<file path="config.mk">
export PLATFORM = sky130hd
export DESIGN_NAME = gem_mac
export DESIGN_NICKNAME = d
export VERILOG_FILES = /design/src/rtl/gem_pkg.sv /design/src/rtl/gem_mac.sv
export SDC_FILE = /design/constraint.sdc
export NUM_CORES = 1
export LEC_CHECK = 0
export ABC_AREA = 1
export BUFFER_PORTS_ARGS = -buffer_cell sky130_fd_sc_hd__buf_2
export CAP_MARGIN = 20
export CORE_ASPECT_RATIO = 0.9
export CORE_MARGIN = 2
export CORE_UTILIZATION = 31
export CTS_CLUSTER_SIZE = 10
export DETAILED_ROUTE_END_ITERATION = 10
export GPL_ROUTABILITY_DRIVEN = 0
export PLACE_DENSITY_LB_ADDON = 0.1
export SKIP_LAST_GASP = 1
export SYNTH_ARGS = -nofsm -noshare
export SYNTH_HDL_FRONTEND = slang
export SYNTH_SLANG_ARGS = --single-unit
</file>
<file path="constraint.sdc">
create_clock -name i_core_clk -period 4.45 [get_ports i_core_clk]
set_input_delay 0.445 -clock i_core_clk [delete_from_list [all_inputs] [get_ports i_core_clk]]
set_output_delay 0.445 -clock i_core_clk [all_outputs]
set_load 0.01 [all_outputs]
</file>
<file path="src/rtl/gem_pkg.sv">
// Shared constants, types and helper functions of the Ethernet MAC core.
package gem_pkg;
	// Register byte offsets on the AHB-Lite slave.
	localparam logic [7:0] REG_HWCFG   = 8'h00;
	localparam logic [7:0] REG_MACCR   = 8'h04;
	localparam logic [7:0] REG_FLOW    = 8'h08;
	localparam logic [7:0] REG_SMIACC  = 8'h0c;
	localparam logic [7:0] REG_SMIDATA = 8'h10;
	localparam logic [7:0] REG_STAT    = 8'h14;
	// Field positions.
	localparam int CR_FDX = 0, CR_SPD = 1, CR_NORETRY = 3, CR_TXEN = 4, CR_RXEN = 5;
	localparam int FLOW_AUTO = 16, FLOW_RXEN = 17, FLOW_FORCE = 18, FLOW_FWD = 19;
	localparam int ACC_PHY = 0, ACC_REG = 5, ACC_WR = 10, ACC_BUSY = 11;
	localparam int STAT_PAUSED = 16, STAT_TXBUSY = 17, STAT_ATT = 20;
	// Values after reset.
	localparam logic [3:0] HWCFG_RST = 4'ha;
	localparam logic [5:0] MACCR_RST = 6'h31;
	localparam logic [19:0] FLOW_RST = 20'h00000;
	// Speed codes.
	localparam logic [1:0] SPD_10 = 2'h0, SPD_100 = 2'h1, SPD_1000 = 2'h2;
	// Frame geometry in bytes.
	localparam int PRE_BYTES = 8, MIN_FRAME = 60, MIN_NOFCS = 64, SLOT_BYTES = 64;
	localparam int JAM_BYTES = 4, IPG_BYTES = 12, MAX_ATTEMPTS = 16, PAUSE_LEN = 18;
	localparam int MIN_PAYLOAD = 46, HDR_BYTES = 14, FCS_BYTES = 4;
	localparam logic [7:0] PRE_BYTE = 8'h55, SFD_BYTE = 8'hd5, JAM_BYTE = 8'haa;
	localparam logic [31:0] CRC_INIT = 32'hffffffff, CRC_RESIDUE = 32'hdebb20e3;
	// Timing: nibble periods and management clock half period.
	localparam int CLK_NS = 25;
	localparam int NIB_NS_100 = 40, NIB_NS_10 = 400, MDC_HALF_NS = 200;
	localparam int NIB_CYC_100 = (NIB_NS_100 / CLK_NS) < 1 ? 1 : NIB_NS_100 / CLK_NS;
	localparam int NIB_CYC_10 = (NIB_NS_10 / CLK_NS) < 1 ? 1 : NIB_NS_10 / CLK_NS;
	localparam int MDC_CYC = (MDC_HALF_NS / CLK_NS) < 1 ? 1 : MDC_HALF_NS / CLK_NS;
	localparam int SMI_BITS = 64, SMI_TA_BIT = 46, SMI_DATA_BIT = 48;

	typedef enum logic [7:0] {
		TX_IDLE = 8'h01, TX_PRE = 8'h02, TX_DATA = 8'h04, TX_PAD = 8'h08,
		TX_FCS = 8'h10, TX_JAM = 8'h20, TX_BOFF = 8'h40, TX_IPG = 8'h80
	} gem_tx_state_e;
	typedef enum logic [1:0] {RX_IDLE = 2'h1, RX_BODY = 2'h2} gem_rx_state_e;

	typedef struct packed {
		logic [7:0] data;
		logic       last;
		logic       fcs_en;
	} gem_tx_s;
	typedef struct packed {
		logic [7:0] data;
		logic       vld;
		logic       eof;
		logic       err;
		logic       ctl;
	} gem_rx_s;

	// One byte step of the reflected Ethernet CRC-32.
	function automatic logic [31:0] gem_crc_byte(input logic [31:0] c, input logic [7:0] d);
		logic [31:0] r;
		r = c;
		for (int i = 0; i < 8; i++) begin
			r = (r[0] ^ d[i]) ? ((r >> 1) ^ 32'hedb88320) : (r >> 1);
		end
		return r;
	endfunction : gem_crc_byte

	// Byte of a pause frame at a given index; also the reference for receive checks.
	function automatic logic [7:0] gem_pause_byte(input logic [15:0] idx,
			input logic [15:0] qt, input logic [47:0] sa);
		logic [7:0] r;
		r = 8'h00;
		case (idx)
			16'd0: r = 8'h01;
			16'd1: r = 8'h80;
			16'd2: r = 8'hc2;
			16'd5: r = 8'h01;
			16'd12: r = 8'h88;
			16'd13: r = 8'h08;
			16'd15: r = 8'h01;
			16'd16: r = qt[15:8];
			16'd17: r = qt[7:0];
			default: begin
				if (idx >= 16'd6 && idx <= 16'd11) begin
					r = 8'(sa >> (6'd8 * (6'd11 - idx[5:0])));
				end
			end
		endcase
		return r;
	endfunction : gem_pause_byte
endpackage : gem_pkg

</file>
<file path="src/rtl/gem_mac.sv">
// Ethernet MAC core: AHB-Lite registers, transmit, receive, flow control and SMI master.
//
// Local design decisions: the AHB-Lite interface to the registers and the register addresses.
`timescale 1ns/1ps
// How it works
// - Gigabit is full duplex; 10/100 either duplex.
// - Half duplex defers to carrier, handles collisions.
// - Full duplex uses pause flow control.
// - Retry-disable bit aborts a collided frame.
// - Each frame chooses appended checksum or none.
// - Short frames padded; receive padding stripped.
// - Inter-packet gap always follows each frame.
// - Collisions matter only in half duplex.
// - Valid pause frame holds off data transmission.
// - Core builds and sends its own pause frames.
// - Byte lanes at gigabit, nibble lanes otherwise.
// - Registers give indirect PHY management access.
// - Transmit and receive paths run independently.
// - Collision stops data and sends jam.
// - Backoff counted in 512-bit slot times.
// - Backoff exponent capped by software limit field.
// - Collision pulses rewind; FIFO restarts frame.
// - Done or abort pulses release; FIFO advances.
// - Pause sent on request or by watermarks.
// - Pause quanta are 512 bits, 16-bit count.
// - Received pause waits for current frame end.
// - Flow-on sends programmed time; off sends zero.
// - Re-arm only after low then high crossing.
module gem_mac import gem_pkg::*; #(
	parameter logic [47:0] STATION_ADDR = 48'h02_00_00_00_00_01
) (
	// Clock and reset.
	input  wire logic        i_core_clk,
	input  wire logic        i_rstn,
	// AHB-Lite slave.
	input  wire logic        i_hsel,
	input  wire logic [31:0] i_haddr,
	input  wire logic [1:0]  i_htrans,
	input  wire logic        i_hwrite,
	input  wire logic [2:0]  i_hsize,
	input  wire logic        i_hready,
	input  wire logic [31:0] i_hwdata,
	output logic      [31:0] o_hrdata,
	output logic             o_hreadyout,
	output logic             o_hresp,
	// Transmit side of the FIFO controller.
	input  wire gem_tx_s     i_tx,
	input  wire logic        i_tx_valid,
	output logic             o_tx_ready,
	output logic             o_frame_rewind,
	output logic             o_frame_release,
	// Receive side of the FIFO controller.
	output gem_rx_s          o_rx,
	input  wire logic        i_flow_on,
	input  wire logic        i_flow_off,
	// PHY data lanes.
	output logic      [7:0]  o_phy_txd,
	output logic             o_phy_tx_en,
	output logic             o_phy_gmii_sel,
	input  wire logic [7:0]  i_phy_rxd,
	input  wire logic        i_phy_rx_dv,
	input  wire logic        i_phy_rx_er,
	input  wire logic        i_phy_col,
	input  wire logic        i_phy_crs,
	// Serial management bus.
	output logic             o_mdc,
	output logic             o_mdio_out,
	output logic             o_mdio_oe,
	input  wire logic        i_mdio_in
);
	logic [12:0] pin_s1_ff, pin_s2_ff;
	logic [7:0]  rxd_s;
	logic        rxdv_s, rxer_s, col_s, crs_s, mdio_s;
	logic [3:0]  backoff_limit_field_ff;
	logic [5:0]  maccr_ff;
	logic [19:0] flow_ff;
	logic        fdx, half, gmii;
	logic [4:0]  div_ff;
	logic        step, nib_ff, byte_step;
	gem_tx_state_e tst_ff;
	logic [15:0] cnt_ff, slots_ff, ptime_ff, pause_cnt_ff, target;
	logic [7:0]  sub_ff, cur_byte;
	logic [4:0]  att_ff;
	logic [31:0] crc_ff, crc_nxt;
	logic        src_pause_ff, fcs_ff, late_ff, emit, last_data, col_hit, start_data;
	logic        pend_on_ff, pend_zero_ff, armed_ff, take_pause, force_wr;
	logic [15:0] lfsr_ff;
	logic [5:0]  qsub_ff;
	logic [3:0]  kexp;
	gem_rx_state_e rst_ff;
	logic        rnib_ff, rbyte_vld, rx_end, mc_ok_ff, uc_ok_ff, ctl_ok_ff, rerr_ff;
	logic [3:0]  rlo_ff;
	logic [7:0]  rbyte;
	logic [15:0] rcnt_ff, len_ff, rptime_ff, out_idx;
	logic [31:0] rcrc_ff, dly_ff;
	logic        is_pause, crc_ok;
	logic        wpend_ff;
	logic [7:0]  waddr_ff;
	logic [31:0] rd_val;
	logic [11:0] acc_ff;
	logic [15:0] smi_data_ff;
	logic [63:0] sh_ff;
	logic [5:0]  bit_ff;
	logic [4:0]  mdiv_ff;
	logic        smi_busy_ff;

	// Every pin input passes two flip-flops; nothing reads the first stage.
	always_ff @(posedge i_core_clk or negedge i_rstn) begin
		if (!i_rstn) begin
			pin_s1_ff <= 13'h0000;
			pin_s2_ff <= 13'h0000;
		end else begin
			pin_s1_ff <= {i_phy_rxd, i_phy_rx_dv, i_phy_rx_er, i_phy_col, i_phy_crs, i_mdio_in};
			pin_s2_ff <= pin_s1_ff;
		end
	end
	assign {rxd_s, rxdv_s, rxer_s, col_s, crs_s, mdio_s} = pin_s2_ff;

	// Mode decode; gigabit never runs half duplex.
	assign fdx  = maccr_ff[CR_FDX];
	assign gmii = maccr_ff[CR_SPD+:2] == SPD_1000;
	assign half = !fdx && !gmii;

	// Lane step divider: byte per step on GMII, nibble per step on MII.
	always_ff @(posedge i_core_clk or negedge i_rstn) begin
		if (!i_rstn) begin
			div_ff <= 5'h00;
			nib_ff <= 1'b0;
		end else if (step) begin
			div_ff <= gmii ? 5'h00 : (maccr_ff[CR_SPD+:2] == SPD_100) ?
				5'(NIB_CYC_100 - 1) : 5'(NIB_CYC_10 - 1);
			nib_ff <= gmii ? 1'b0 : !nib_ff;
		end else begin
			div_ff <= div_ff - 5'h01;
		end
	end
	assign step      = div_ff == 5'h00;
	assign byte_step = step && (gmii || nib_ff);

	// Transmit byte source and control decode.
	always_comb begin
		cur_byte = 8'h00;
		case (tst_ff)
			TX_PRE:  cur_byte = (sub_ff < 8'(PRE_BYTES - 1)) ? PRE_BYTE : SFD_BYTE;
			TX_DATA: cur_byte = src_pause_ff ? gem_pause_byte(cnt_ff, ptime_ff, STATION_ADDR) :
				i_tx.data;
			TX_FCS:  cur_byte = 8'(~crc_ff >> {sub_ff[1:0], 3'b000});
			TX_JAM:  cur_byte = JAM_BYTE;
			default: cur_byte = 8'h00;
		endcase
	end
	assign emit       = tst_ff inside {TX_PRE, TX_DATA, TX_PAD, TX_FCS, TX_JAM};
	assign last_data  = src_pause_ff ? (cnt_ff == 16'(PAUSE_LEN - 1)) : i_tx.last;
	assign o_tx_ready = tst_ff == TX_DATA && !src_pause_ff && byte_step;
	assign col_hit    = half && col_s && tst_ff inside {TX_PRE, TX_DATA, TX_PAD, TX_FCS};
	assign target     = fcs_ff ? 16'(MIN_FRAME) : 16'(MIN_NOFCS);
	assign crc_nxt    = gem_crc_byte(crc_ff, cur_byte);
	assign take_pause = tst_ff == TX_IDLE && byte_step && fdx && (pend_on_ff || pend_zero_ff);
	// Data frames wait out pause, and in half duplex also wait for a quiet carrier.
	assign start_data = i_tx_valid && maccr_ff[CR_TXEN] && pause_cnt_ff == 16'h0000 &&
		!(half && crs_s);
	assign kexp = (att_ff + 5'h01 < {1'b0, backoff_limit_field_ff}) ? 4'(att_ff + 5'h01) : backoff_limit_field_ff;

	// Transmit state machine; a pause frame reuses the data path with an internal source.
	always_ff @(posedge i_core_clk or negedge i_rstn) begin
		if (!i_rstn) begin
			tst_ff          <= TX_IDLE;
			cnt_ff          <= 16'h0000;
			sub_ff          <= 8'h00;
			slots_ff        <= 16'h0000;
			att_ff          <= 5'h00;
			crc_ff          <= CRC_INIT;
			src_pause_ff    <= 1'b0;
			fcs_ff          <= 1'b1;
			late_ff         <= 1'b0;
			ptime_ff        <= 16'h0000;
			o_frame_rewind  <= 1'b0;
			o_frame_release <= 1'b0;
		end else begin
			o_frame_rewind  <= 1'b0;
			o_frame_release <= 1'b0;
			if (byte_step) begin
				if (col_hit) begin
					tst_ff  <= TX_JAM;
					sub_ff  <= 8'h00;
					late_ff <= (cnt_ff + 16'(PRE_BYTES)) >= 16'(SLOT_BYTES);
				end else begin
					case (tst_ff)
						TX_IDLE: begin
							if (take_pause || start_data) begin
								src_pause_ff <= take_pause;
								ptime_ff     <= pend_on_ff ? flow_ff[15:0] : 16'h0000;
								fcs_ff       <= take_pause ? 1'b1 : i_tx.fcs_en;
								tst_ff       <= TX_PRE;
								sub_ff       <= 8'h00;
								cnt_ff       <= 16'h0000;
								crc_ff       <= CRC_INIT;
							end
						end
						TX_PRE: begin
							sub_ff <= sub_ff + 8'h01;
							if (sub_ff == 8'(PRE_BYTES - 1)) begin
								tst_ff <= TX_DATA;
							end
						end
						TX_DATA, TX_PAD: begin
							crc_ff <= crc_nxt;
							cnt_ff <= cnt_ff + 16'h0001;
							sub_ff <= 8'h00;
							if (tst_ff == TX_PAD || last_data) begin
								if (cnt_ff + 16'h0001 < target) begin
									tst_ff <= TX_PAD;
								end else if (fcs_ff) begin
									tst_ff <= TX_FCS;
								end else begin
									tst_ff          <= TX_IPG;
									att_ff          <= 5'h00;
									o_frame_release <= !src_pause_ff;
								end
							end
						end
						TX_FCS: begin
							sub_ff <= sub_ff + 8'h01;
							if (sub_ff == 8'(FCS_BYTES - 1)) begin
								tst_ff          <= TX_IPG;
								sub_ff          <= 8'h00;
								att_ff          <= 5'h00;
								o_frame_release <= !src_pause_ff;
							end
						end
						TX_JAM: begin
							sub_ff <= sub_ff + 8'h01;
							if (sub_ff == 8'(JAM_BYTES - 1)) begin
								sub_ff <= 8'h00;
								cnt_ff <= 16'h0000;
								if (maccr_ff[CR_NORETRY] || late_ff ||
										att_ff == 5'(MAX_ATTEMPTS - 1)) begin
									tst_ff          <= TX_IPG;
									att_ff          <= 5'h00;
									o_frame_release <= !src_pause_ff;
								end else begin
									tst_ff         <= TX_BOFF;
									att_ff         <= att_ff + 5'h01;
									slots_ff       <= lfsr_ff & 16'((17'h00001 << kexp) - 17'h1);
									o_frame_rewind <= !src_pause_ff;
								end
							end
						end
						TX_BOFF: begin
							if (slots_ff == 16'h0000) begin
								tst_ff <= TX_IPG;
							end else if (cnt_ff == 16'(SLOT_BYTES - 1)) begin
								cnt_ff   <= 16'h0000;
								slots_ff <= slots_ff - 16'h0001;
							end else begin
								cnt_ff <= cnt_ff + 16'h0001;
							end
						end
						TX_IPG: begin
							sub_ff <= sub_ff + 8'h01;
							if (sub_ff == 8'(IPG_BYTES - 1)) begin
								tst_ff <= TX_IDLE;
							end
						end
						default: tst_ff <= TX_IDLE;
					endcase
				end
			end
		end
	end

	// Lane output register: whole byte on GMII, low nibble then high nibble on MII.
	always_ff @(posedge i_core_clk or negedge i_rstn) begin
		if (!i_rstn) begin
			o_phy_txd   <= 8'h00;
			o_phy_tx_en <= 1'b0;
		end else if (step) begin
			o_phy_txd   <= gmii ? cur_byte : {4'h0, nib_ff ? cur_byte[7:4] : cur_byte[3:0]};
			o_phy_tx_en <= emit;
		end
	end
	assign o_phy_gmii_sel = gmii;

	// Pause requests: a new request in the cycle of its take is kept, not lost.
	assign force_wr = wpend_ff && waddr_ff == REG_FLOW && i_hwdata[FLOW_FORCE];
	always_ff @(posedge i_core_clk or negedge i_rstn) begin
		if (!i_rstn) begin
			pend_on_ff   <= 1'b0;
			pend_zero_ff <= 1'b0;
			armed_ff     <= 1'b1;
		end else begin
			if (force_wr || (i_flow_on && armed_ff && flow_ff[FLOW_AUTO] && fdx)) begin
				pend_on_ff <= 1'b1;
			end else if (take_pause && pend_on_ff) begin
				pend_on_ff <= 1'b0;
			end
			if (i_flow_off && !armed_ff && flow_ff[FLOW_AUTO] && fdx) begin
				pend_zero_ff <= 1'b1;
			end else if (take_pause && !pend_on_ff) begin
				pend_zero_ff <= 1'b0;
			end
			if (i_flow_on && armed_ff && flow_ff[FLOW_AUTO] && fdx) begin
				armed_ff <= 1'b0;
			end else if (i_flow_off && flow_ff[FLOW_AUTO]) begin
				armed_ff <= 1'b1;
			end
		end
	end

	// Backoff randomness from a free-running LFSR.
	always_ff @(posedge i_core_clk or negedge i_rstn) begin
		if (!i_rstn) begin
			lfsr_ff <= 16'hace1;
		end else begin
			lfsr_ff <= {lfsr_ff[14:0], lfsr_ff[15] ^ lfsr_ff[13] ^ lfsr_ff[12] ^ lfsr_ff[10]};
		end
	end

	// Pause hold-off: quanta of 64 byte times; a new pause replaces the old count.
	always_ff @(posedge i_core_clk or negedge i_rstn) begin
		if (!i_rstn) begin
			pause_cnt_ff <= 16'h0000;
			qsub_ff      <= 6'h00;
		end else if (rx_end && is_pause && crc_ok && flow_ff[FLOW_RXEN] && fdx) begin
			pause_cnt_ff <= rptime_ff;
			qsub_ff      <= 6'h00;
		end else if (byte_step && pause_cnt_ff != 16'h0000) begin
			qsub_ff <= qsub_ff + 6'h01;
			if (qsub_ff == 6'(SLOT_BYTES - 1)) begin
				pause_cnt_ff <= pause_cnt_ff - 16'h0001;
			end
		end
	end

	// Receive lane assembly, independent of the transmit path.
	assign rbyte_vld = step && rxdv_s && (gmii || rnib_ff);
	assign rbyte     = gmii ? rxd_s : {rxd_s[3:0], rlo_ff};
	assign rx_end    = step && !rxdv_s && rst_ff == RX_BODY;
	assign crc_ok    = rcrc_ff == CRC_RESIDUE;
	assign is_pause  = ctl_ok_ff && (mc_ok_ff || uc_ok_ff) && rcnt_ff >= 16'(PAUSE_LEN);
	assign out_idx   = rcnt_ff - 16'(FCS_BYTES);
	always_ff @(posedge i_core_clk or negedge i_rstn) begin
		if (!i_rstn) begin
			rnib_ff <= 1'b0;
			rlo_ff  <= 4'h0;
		end else if (step) begin
			rnib_ff <= rxdv_s && !gmii && !rnib_ff;
			rlo_ff  <= rxd_s[3:0];
		end
	end

	// Receive frame: strip preamble and checksum, drop pad, decode pause frames.
	always_ff @(posedge i_core_clk or negedge i_rstn) begin
		if (!i_rstn) begin
			rst_ff    <= RX_IDLE;
			rcnt_ff   <= 16'h0000;
			rcrc_ff   <= CRC_INIT;
			dly_ff    <= 32'h00000000;
			len_ff    <= 16'hffff;
			rptime_ff <= 16'h0000;
			mc_ok_ff  <= 1'b0;
			uc_ok_ff  <= 1'b0;
			ctl_ok_ff <= 1'b0;
			rerr_ff   <= 1'b0;
			o_rx      <= '0;
		end else begin
			o_rx.vld <= 1'b0;
			o_rx.eof <= 1'b0;
			if (rx_end) begin
				rst_ff   <= RX_IDLE;
				o_rx.eof <= 1'b1;
				o_rx.ctl <= is_pause;
				o_rx.err <= rerr_ff || !crc_ok || rcnt_ff < 16'(MIN_FRAME + FCS_BYTES) ||
					(is_pause && !flow_ff[FLOW_FWD]);
			end else if (rst_ff == RX_IDLE) begin
				if (rbyte_vld && rbyte == SFD_BYTE && maccr_ff[CR_RXEN]) begin
					rst_ff    <= RX_BODY;
					rcnt_ff   <= 16'h0000;
					rcrc_ff   <= CRC_INIT;
					len_ff    <= 16'hffff;
					mc_ok_ff  <= 1'b1;
					uc_ok_ff  <= 1'b1;
					ctl_ok_ff <= 1'b1;
					rerr_ff   <= 1'b0;
				end
			end else if (rbyte_vld) begin
				rcrc_ff <= gem_crc_byte(rcrc_ff, rbyte);
				rcnt_ff <= rcnt_ff + 16'h0001;
				dly_ff  <= {dly_ff[23:0], rbyte};
				rerr_ff <= rerr_ff || rxer_s;
				if (rcnt_ff < 16'd6) begin
					mc_ok_ff <= mc_ok_ff && rbyte == gem_pause_byte(rcnt_ff, 16'h0000, STATION_ADDR);
					uc_ok_ff <= uc_ok_ff &&
						rbyte == gem_pause_byte(rcnt_ff + 16'd6, 16'h0000, STATION_ADDR);
				end
				if (rcnt_ff >= 16'd12 && rcnt_ff <= 16'd15) begin
					ctl_ok_ff <= ctl_ok_ff &&
						rbyte == gem_pause_byte(rcnt_ff, 16'h0000, STATION_ADDR);
				end
				if (rcnt_ff == 16'd12) begin
					len_ff <= {rbyte, 8'h00};
				end else if (rcnt_ff == 16'd13) begin
					len_ff <= {len_ff[15:8], rbyte};
				end
				if (rcnt_ff == 16'd16) begin
					rptime_ff <= {rbyte, 8'h00};
				end else if (rcnt_ff == 16'd17) begin
					rptime_ff <= {rptime_ff[15:8], rbyte};
				end
				// Four bytes of delay hold back the checksum; pad beyond the length is dropped.
				if (rcnt_ff >= 16'(FCS_BYTES) && !(len_ff < 16'(MIN_PAYLOAD) &&
						out_idx >= 16'(HDR_BYTES) + len_ff)) begin
					o_rx.vld  <= 1'b1;
					o_rx.data <= dly_ff[31:24];
				end
			end
		end
	end

	// AHB-Lite slave: zero wait states, always OKAY, unmapped words read zero.
	assign o_hreadyout = 1'b1;
	assign o_hresp     = 1'b0;
	always_comb begin
		rd_val = 32'h00000000;
		case (i_haddr[7:0])
			REG_HWCFG:   rd_val = {28'h0000000, backoff_limit_field_ff};
			REG_MACCR:   rd_val = {26'h0000000, maccr_ff};
			REG_FLOW:    rd_val = {12'h000, flow_ff[19], 1'b0, flow_ff[17:0]} |
				(32'(pend_on_ff) << FLOW_FORCE);
			REG_SMIACC:  rd_val = {20'h00000, smi_busy_ff, acc_ff[10:0]};
			REG_SMIDATA: rd_val = {16'h0000, smi_data_ff};
			REG_STAT:    rd_val = {7'h00, att_ff, 2'h0, tst_ff != TX_IDLE,
				pause_cnt_ff != 16'h0000, pause_cnt_ff};
			default:     rd_val = 32'h00000000;
		endcase
	end
	always_ff @(posedge i_core_clk or negedge i_rstn) begin
		if (!i_rstn) begin
			wpend_ff <= 1'b0;
			waddr_ff <= 8'h00;
			o_hrdata <= 32'h00000000;
		end else begin
			wpend_ff <= i_hsel && i_hready && i_htrans[1] && i_hwrite;
			waddr_ff <= i_haddr[7:0];
			if (i_hsel && i_hready && i_htrans[1] && !i_hwrite) begin
				o_hrdata <= (i_haddr[31:8] == 24'h000000) ? rd_val : 32'h00000000;
			end
		end
	end

	// Configuration registers written in the data phase.
	always_ff @(posedge i_core_clk or negedge i_rstn) begin
		if (!i_rstn) begin
			backoff_limit_field_ff <= HWCFG_RST;
			maccr_ff <= MACCR_RST;
			flow_ff  <= FLOW_RST;
		end else if (wpend_ff) begin
			case (waddr_ff)
				REG_HWCFG: backoff_limit_field_ff <= i_hwdata[3:0];
				REG_MACCR: maccr_ff <= i_hwdata[5:0];
				REG_FLOW:  flow_ff  <= {i_hwdata[19], 1'b0, i_hwdata[17:0]};
				default:   backoff_limit_field_ff <= backoff_limit_field_ff;
			endcase
		end
	end

	// Management master: 32 ones, start, opcode, addresses, turnaround, 16 data bits.
	always_ff @(posedge i_core_clk or negedge i_rstn) begin
		if (!i_rstn) begin
			acc_ff      <= 12'h000;
			smi_data_ff <= 16'h0000;
			sh_ff       <= 64'h0;
			bit_ff      <= 6'h00;
			mdiv_ff     <= 5'h00;
			smi_busy_ff <= 1'b0;
			o_mdc       <= 1'b0;
		end else if (!smi_busy_ff) begin
			if (wpend_ff && waddr_ff == REG_SMIDATA) begin
				smi_data_ff <= i_hwdata[15:0];
			end
			if (wpend_ff && waddr_ff == REG_SMIACC && i_hwdata[ACC_BUSY]) begin
				acc_ff      <= i_hwdata[11:0];
				smi_busy_ff <= 1'b1;
				bit_ff      <= 6'h00;
				mdiv_ff     <= 5'(MDC_CYC - 1);
				sh_ff       <= {32'hffffffff, 2'b01, i_hwdata[ACC_WR] ? 2'b01 : 2'b10,
					i_hwdata[ACC_PHY+:5], i_hwdata[ACC_REG+:5], 2'b10, smi_data_ff};
			end
		end else if (mdiv_ff != 5'h00) begin
			mdiv_ff <= mdiv_ff - 5'h01;
		end else begin
			mdiv_ff <= 5'(MDC_CYC - 1);
			o_mdc   <= !o_mdc;
			if (!o_mdc && !acc_ff[ACC_WR] && bit_ff >= 6'(SMI_DATA_BIT)) begin
				smi_data_ff <= {smi_data_ff[14:0], mdio_s};
			end
			if (o_mdc) begin
				sh_ff  <= {sh_ff[62:0], 1'b0};
				bit_ff <= bit_ff + 6'h01;
				if (bit_ff == 6'(SMI_BITS - 1)) begin
					smi_busy_ff <= 1'b0;
				end
			end
		end
	end
	assign o_mdio_out = sh_ff[63];
	assign o_mdio_oe  = smi_busy_ff && (acc_ff[ACC_WR] || bit_ff < 6'(SMI_TA_BIT));
endmodule : gem_mac

</file>
==> impl_metrics.csv, run 1 <==
group,metric,value,unit
cts,insertion_delay,620,ps
global_routing,grt_pass1_vias,22500,
yosys,synth_cell_type_count,74,
timing,layout_min_cycle_time,3710,ps
timing,max_slew_margin,36.0,%
yosys,ys_seq_elements,490,
setup_path,start_kind,"register",
pwr,powerDensity,505,nW/um^2
setup_path,r2r_slack,740,ps
cells_and_area,syn2layout_area_growth,16.2,%
pwr,power,15900,uW
yosys,yosysTopAreaCell,"dfrtp_1",
die,die_area,89900,sq um
setup_path,r2r_cells,18,
die,ioPinCount,162,
timing,tightestPinTransition,956,ps
yosys,synth_seq_area_share,45.6,%
place,preCtsSetupSlack,738,ps
die,core_area,86400,sq um
cells_and_area,stdcell_count,4744,
route,vias_per_cell,4.80,
yosys,netlist_area,27100,sq um
global_routing,grt_overflow,0,
place,placed_cells,4603,
timing,setup_viol,0,
global_routing,grt.total_usage,19.0,%
yosys,synth_flop_cell,"dfrtp_1",
cells_and_area,postLayoutCoreUtil,36.5,%
timing,setup_tns,0,ps
cts,cts-root-buf,"clkbuf_16",
outcome,status,"finished, final reports clean",
cts,path_clk_slew,60,ps
route,drc,0,
route,dr.pass1.iters,8,
global_routing,grt_pass1_wl,134000,microns
place,port_buffers,136,
cts,cts.repair.resized,0,
cells_and_area,layout.nets,3704,
cts,cts_tree,"built",
yosys,synth_top_area_share,36.2,%
yosys,synth_area_per_cell,8.04,sq um
hold_path,hold_path.class,"primary input to register",
pwr,peakVddDrop,0.000363,V
setup_path,critPathCaptureType,"register",
die,rows,102,
setup_path,startpoint,"len_ff[1]",
die,fp.dieW,316,microns
cts,htreeDepth,3,
die,start_util,31.4,%
setup_path,r2r-end,"o_rx[10]",
yosys,synthTopCellsByArea,"dfrtp_1 (36%), nand2_1 (10%), dfstp_2 (9.4%), inv_1 (6.4%), o21ai_0 (5.4%)",
timing,skew,27.4,ps
cells_and_area,drive_gt1_share,13.6,%
timing,fmax,270,MHz
yosys,syn_inst,3376,
setup_path,crit_fanout,12,
yosys,ys_async_sr_fraction,100,%
route,postRouteAntennaNets,0,
route,vias,22800,
setup_path,crit_type,"register to register",
timing,drv_slew,0,
die,die_y,285,microns
timing,finalCritPeriodShare,83.4,%
setup_path,required,5010,ps
setup_path,critPathArrivalTime,4260,ps
setup_path,crit_end,"o_rx[10]",
timing,rsz0062_at_grt,"no",
cts,cts_max_path_buffers,3,
timing,worst_slack,740,ps
route,routed_wl,84300,microns
global_routing,antenna_found_initial,5,
cts,cts_buffers,66,
cts,postCtsSetupRepairBufs,0,
global_routing,grt_max_degree,99,
pwr,p_leak,0.0154,uW
cts,clock_sinks,490,
yosys,yosysWarnings,0,
yosys,synth_edf_count,0,
place,hpwlAfterDp,61300,microns
timing,hold_viol,0,
route,dr.first_iter.drc_count,1505,
setup_path,r2r-start,"len_ff[1]",
route,avgRoutedWirePerCell,17.8,microns
run,cap_viol_max_count,0,
## metrics by stage
| stage | cell area [sq um] | hold WS, ps |
|---|---|---|
| floorplan | 27200 | 149 |
| global placement | 29200 | 334 |
| detailed placement | 29200 | 336 |
| CTS | 31500 | 18.6 |
| global route | 31500 | 37.9 |
| finish | 31500 | 52.4 |
## layout make-up
cell class                      count  area, sq um
Antenna cell                        1         2.50
Clock buffer                      103         1930
Clock inverter                     15          190
Fill cell                        8991        54900
Inverter                          490         1840
Multi-Input combinational cell   2299        12400
Sequential cell                   490        12400
Tap cell                         1144         1430
Timing Repair Buffer              202         1300
## synth_stat cells, types with 46 or more instances
cell	number
nand3_1	214
nand2_1	744
nor2_1	244
o22ai_1	47
dfrtp_1	393
dfstp_2	97
inv_1	464
nand4_1	46
o21ai_0	292
xor2_1	129
ha_1	55
nor3_1	53
a21oi_1	119
clkbuf_1	64
## what timing repair did
| item | in CTS | in global routing |
|---|---|---|
| setup endpoints to repair | 0 | 0 |
| endpoints found under the hold margin | 99 | 0 |
| hold buffers | 22 | 0 |
## state kept, by name, summed over array words and instances (netlist names), 16 cells and up
name	flops
rcnt_ff	16
rcrc_ff	32
ptime_ff	16
sh_ff	64
dly_ff	32
len_ff	16
cnt_ff	16
smi_data_ff	16
slots_ff	16
lfsr_ff	16
rptime_ff	16
pause_cnt_ff	16
o_hrdata	25
crc_ff	32
flow_ff	19
## critical path: stages (launching register included)
cell and delay (ps):
dfstp_2 550, inv_1 60, ha_1 210, a21oi_1 260, nand3_1 160, nor2_1 150
nand3_1 140, nor3_1 200, xor2_1 170, ha_1 260, a21oi_1 150, nor2_1 50
a211oi_1 170, o21ai_0 140, nand2_1 130, nand2_1 350, inv_1 310, nand2_1 90
nand2_1 70
## worst min path at each step
stage | startpoint | endpoint | cells after the start
after global routing | i_hwdata[16] | flow_ff[16] | 2
after floorplan | i_rstn | acc_ff[0] | 0
after global placement | pin_s1_ff[12] | pin_s2_ff[12] | 0
final | i_hwrite | wpend_ff | 3
after CTS | i_hwrite | wpend_ff | 3
after detailed placement | pin_s1_ff[1] | pin_s2_ff[1] | 0
## cell usage in the layout, fill, tap and decap left out, types with 26 or more instances in the layout
cell / instances
a21oi_1: 119
a22oi_1: 40
buf_2: 135
buf_4: 39
clkbuf_16: 67
dfrtp_1: 392
dfstp_2: 97
ha_1: 55
inv_1: 464
nand2_1: 742
nand3_1: 214
nand4_1: 46
nor2_1: 243
nor3_1: 53
nor4_1: 26
o211ai_1: 40
o21ai_0: 292
o22ai_1: 47
xnor2_1: 26
xor2_1: 129
## routing by layer
metal	GRT usage [%]	vias up	share of wire, %
li1	-	11400	-
met3	3.17	108	4.2
met5	0	-	0.044
met1	28.0	10800	50
met2	28.6	399	43
met4	4.73	6	2.0
## cell families after synthesis
| kind of cell | synth area share (%) |
|---|---|
| fa+ha+maj | 2.54 |
| simple gates | 22.9 |
| mux | 0.332 |
| other cells | 0.0277 |
| buf+inv | 8.61 |
| flops | 45.6 |
| compound gates | 14.1 |
| xor+xnor | 5.89 |
## power breakdown
| part | internal, uW | switching (uW) |
|---|---|---|
| Combinational | 1810 | 3290 |
| Clock | 3070 | 2120 |
| Sequential | 5120 | 513 |
| Total | 10000 | 5920 |
Power figures use the tool's default switching activity.
==> inputs of run 2 (changes only) <==
- clock period: 4.45 -> 3.6 ns (I/O delays scaled with it)
==> impl_metrics.csv, run 2 (synthesized netlist as in run 1, its figures left out) <==
group,metric,value,unit
timing,rsz0062_at_grt,"no",
route,postRouteAntennaNets,0,
outcome,status,"finished, final reports clean",
timing,layout_min_cycle_time,3280,ps
hold_path,hold_path.class,"primary input to register",
die,ioPinCount,162,
timing,setup_tns,0,ps
global_routing,grt_pass1_vias,22900,
cells_and_area,multiInputGateArea,12500,sq um
timing,max_slew_margin,37.2,%
setup_path,required,4160,ps
cells_and_area,layout_commonest_cell,"nand2_1",
place,preCtsSetupSlack,192,ps
cells_and_area,num_antenna_cells,0,
cts,cts_max_path_buffers,3,
global_routing,antenna_found_initial,0,
setup_path,start_kind,"register",
cells_and_area,regArea,12400,sq um
timing,skew,31.4,ps
place,port_buffers,136,
cells_and_area,largest_reg_flops,64,
setup_path,max_stage_delay,450,ps
route,routed_wl,85100,microns
cts,clock_sinks,490,
cells_and_area,num-fill-cells,9020,
global_routing,grt_overflow,0,
route,dr.pass1.iters,5,
timing,setup_viol,0,
cts,cts_buffers,59,
setup_path,crit_fanout,8,
cells_and_area,syn2layout_area_growth,17.2,%
route,avgRoutedWirePerCell,17.8,microns
cells_and_area,drive_gt1_share,14.3,%
timing,hold_viol,0,
timing,worst_slack,317,ps
die,fp.dieW,316,microns
timing,drv_slew,0,
cts,cts_tree,"built",
cells_and_area,postLayoutCoreUtil,36.8,%
setup_path,critPathArrivalTime,3840,ps
place,placed_cells,4642,
cells_and_area,stdcell_count,4790,
cts,cts-root-buf,"clkbuf_16",
cts,insertion_delay,650,ps
route,dr.first_iter.drc_count,1736,
run,cap_viol_max_count,0,
die,die_y,285,microns
pwr,p_leak,0.0155,uW
route,vias_per_cell,4.82,
place,hpwlAfterDp,62600,microns
global_routing,grt_max_degree,81,
cts,postCtsSetupRepairBufs,0,
pwr,peakVddDrop,0.000507,V
timing,tightestPinTransition,939,ps
cells_and_area,final_cell_mix,"nand2_1 (740), inv_1 (463), dfrtp_1 (392)",
die,start_util,31.4,%
setup_path,worstPathCellList,"ha_1 -> ha_1 -> a21oi_1 -> nor2_1 -> o21ai_0 -> nand2_2 -> nand2_1 -> o21ai_0 -> buf_4 -> nor2_1 -> nand2_1 -> ha_1 -> nand2_1 -> inv_1 -> nand2_1 -> nor2_1 -> nand4_1 -> nand4_1 -> a21oi_1",
route,drc,0,
die,rows,102,
setup_path,crit_type,"register to register",
global_routing,grt.total_usage,19.0,%
setup_path,critPathCaptureType,"register",
route,vias,23100,
setup_path,crit_top_cell,"nand2_1",
pwr,power,19200,uW
timing,finalCritPeriodShare,91.2,%
setup_path,critPathSlowestCell,"dfrtp_1",
global_routing,grt_pass1_wl,135000,microns
cells_and_area,layout.nets,3752,
cells_and_area,top_register,"sh_ff",
timing,fmax,305,MHz
pwr,powerDensity,604,nW/um^2
cts,htreeDepth,2,
cts,path_clk_slew,60,ps
die,die_area,89900,sq um
die,core_area,86400,sq um
## run 2: where the power goes
| part | leakage, uW | total, uW | internal (uW) | switching (uW) |
|---|---|---|---|---|
| sequential | 0.00588 | 6900 | 6330 | 573 |
| combinational | 0.00876 | 6510 | 2320 | 4190 |
| clock | 0.000897 | 5790 | 3300 | 2490 |
| total | 0.0155 | 19200 | 11900 | 7250 |
## run 2: worst max-delay path: cells and delay by family (launching register included)
kind | cells | cell delay [ps]
AO/OA/AOI/OAI | 4 | 560
adder cells (fa/ha/maj) | 3 | 900
buffers and inverters | 2 | 230
flip-flops | 1 | 450
AND/OR/NAND/NOR | 10 | 1060
## run 2: what timing repair did
| action | 4_1_cts | 5_1_grt |
|---|---|---|
| resized for setup | 0 | 11 |
| hold buffers | 38 | 0 |
| endpoints found under the hold margin | 92 | 0 |
| setup endpoints to repair | 0 | 15 |
## run 2: final cells by class
type | count | share of cell area (%)
Clock inverter | 8 | 0.295
Clock buffer | 102 | 5.53
Timing Repair Buffer | 257 | 5.64
Sequential cell | 490 | 39.0
Inverter | 490 | 5.81
Multi-Input combinational cell | 2299 | 39.3
Tap cell | 1144 | 4.50
## run 2: metrics by stage
step	hold WS, ps	instance area, sq um
after detailed placement	336	29500
after global placement	332	29500
after CTS	7.22	31800
after floorplan	64.4	27200
after global routing	33.6	31800
final	46.4	31800
## run 2: path summary, 6_finish.rpt
check | startpoint | to | slack [ps] | cells past startpoint
setup / recovery | att_ff[0] | slots_ff[14] | 320 | 19
hold / removal | i_hwdata[3] | acc_ff[3] | 50 | 3
setup reg to reg | att_ff[0] | slots_ff[14] | 320 | 19
hold reg to reg | pin_s1_ff[10] | pin_s2_ff[10] | 340 | 0
max in group asynchronous | i_rstn | rcrc_ff[30] | 2280 | 4
min in group asynchronous | i_rstn | sub_ff[6] | 240 | 2
## run 2: metal layers
metal / global-route usage (%) / vias up / wire length (microns)
li1: - / 11600 / -
met1: 28.7 / 11000 / 43200
met2: 28.5 / 439 / 36700
met3: 2.50 / 96 / 3440
met4: 4.47 / 0 / 1760
met5: 0 / - / 0
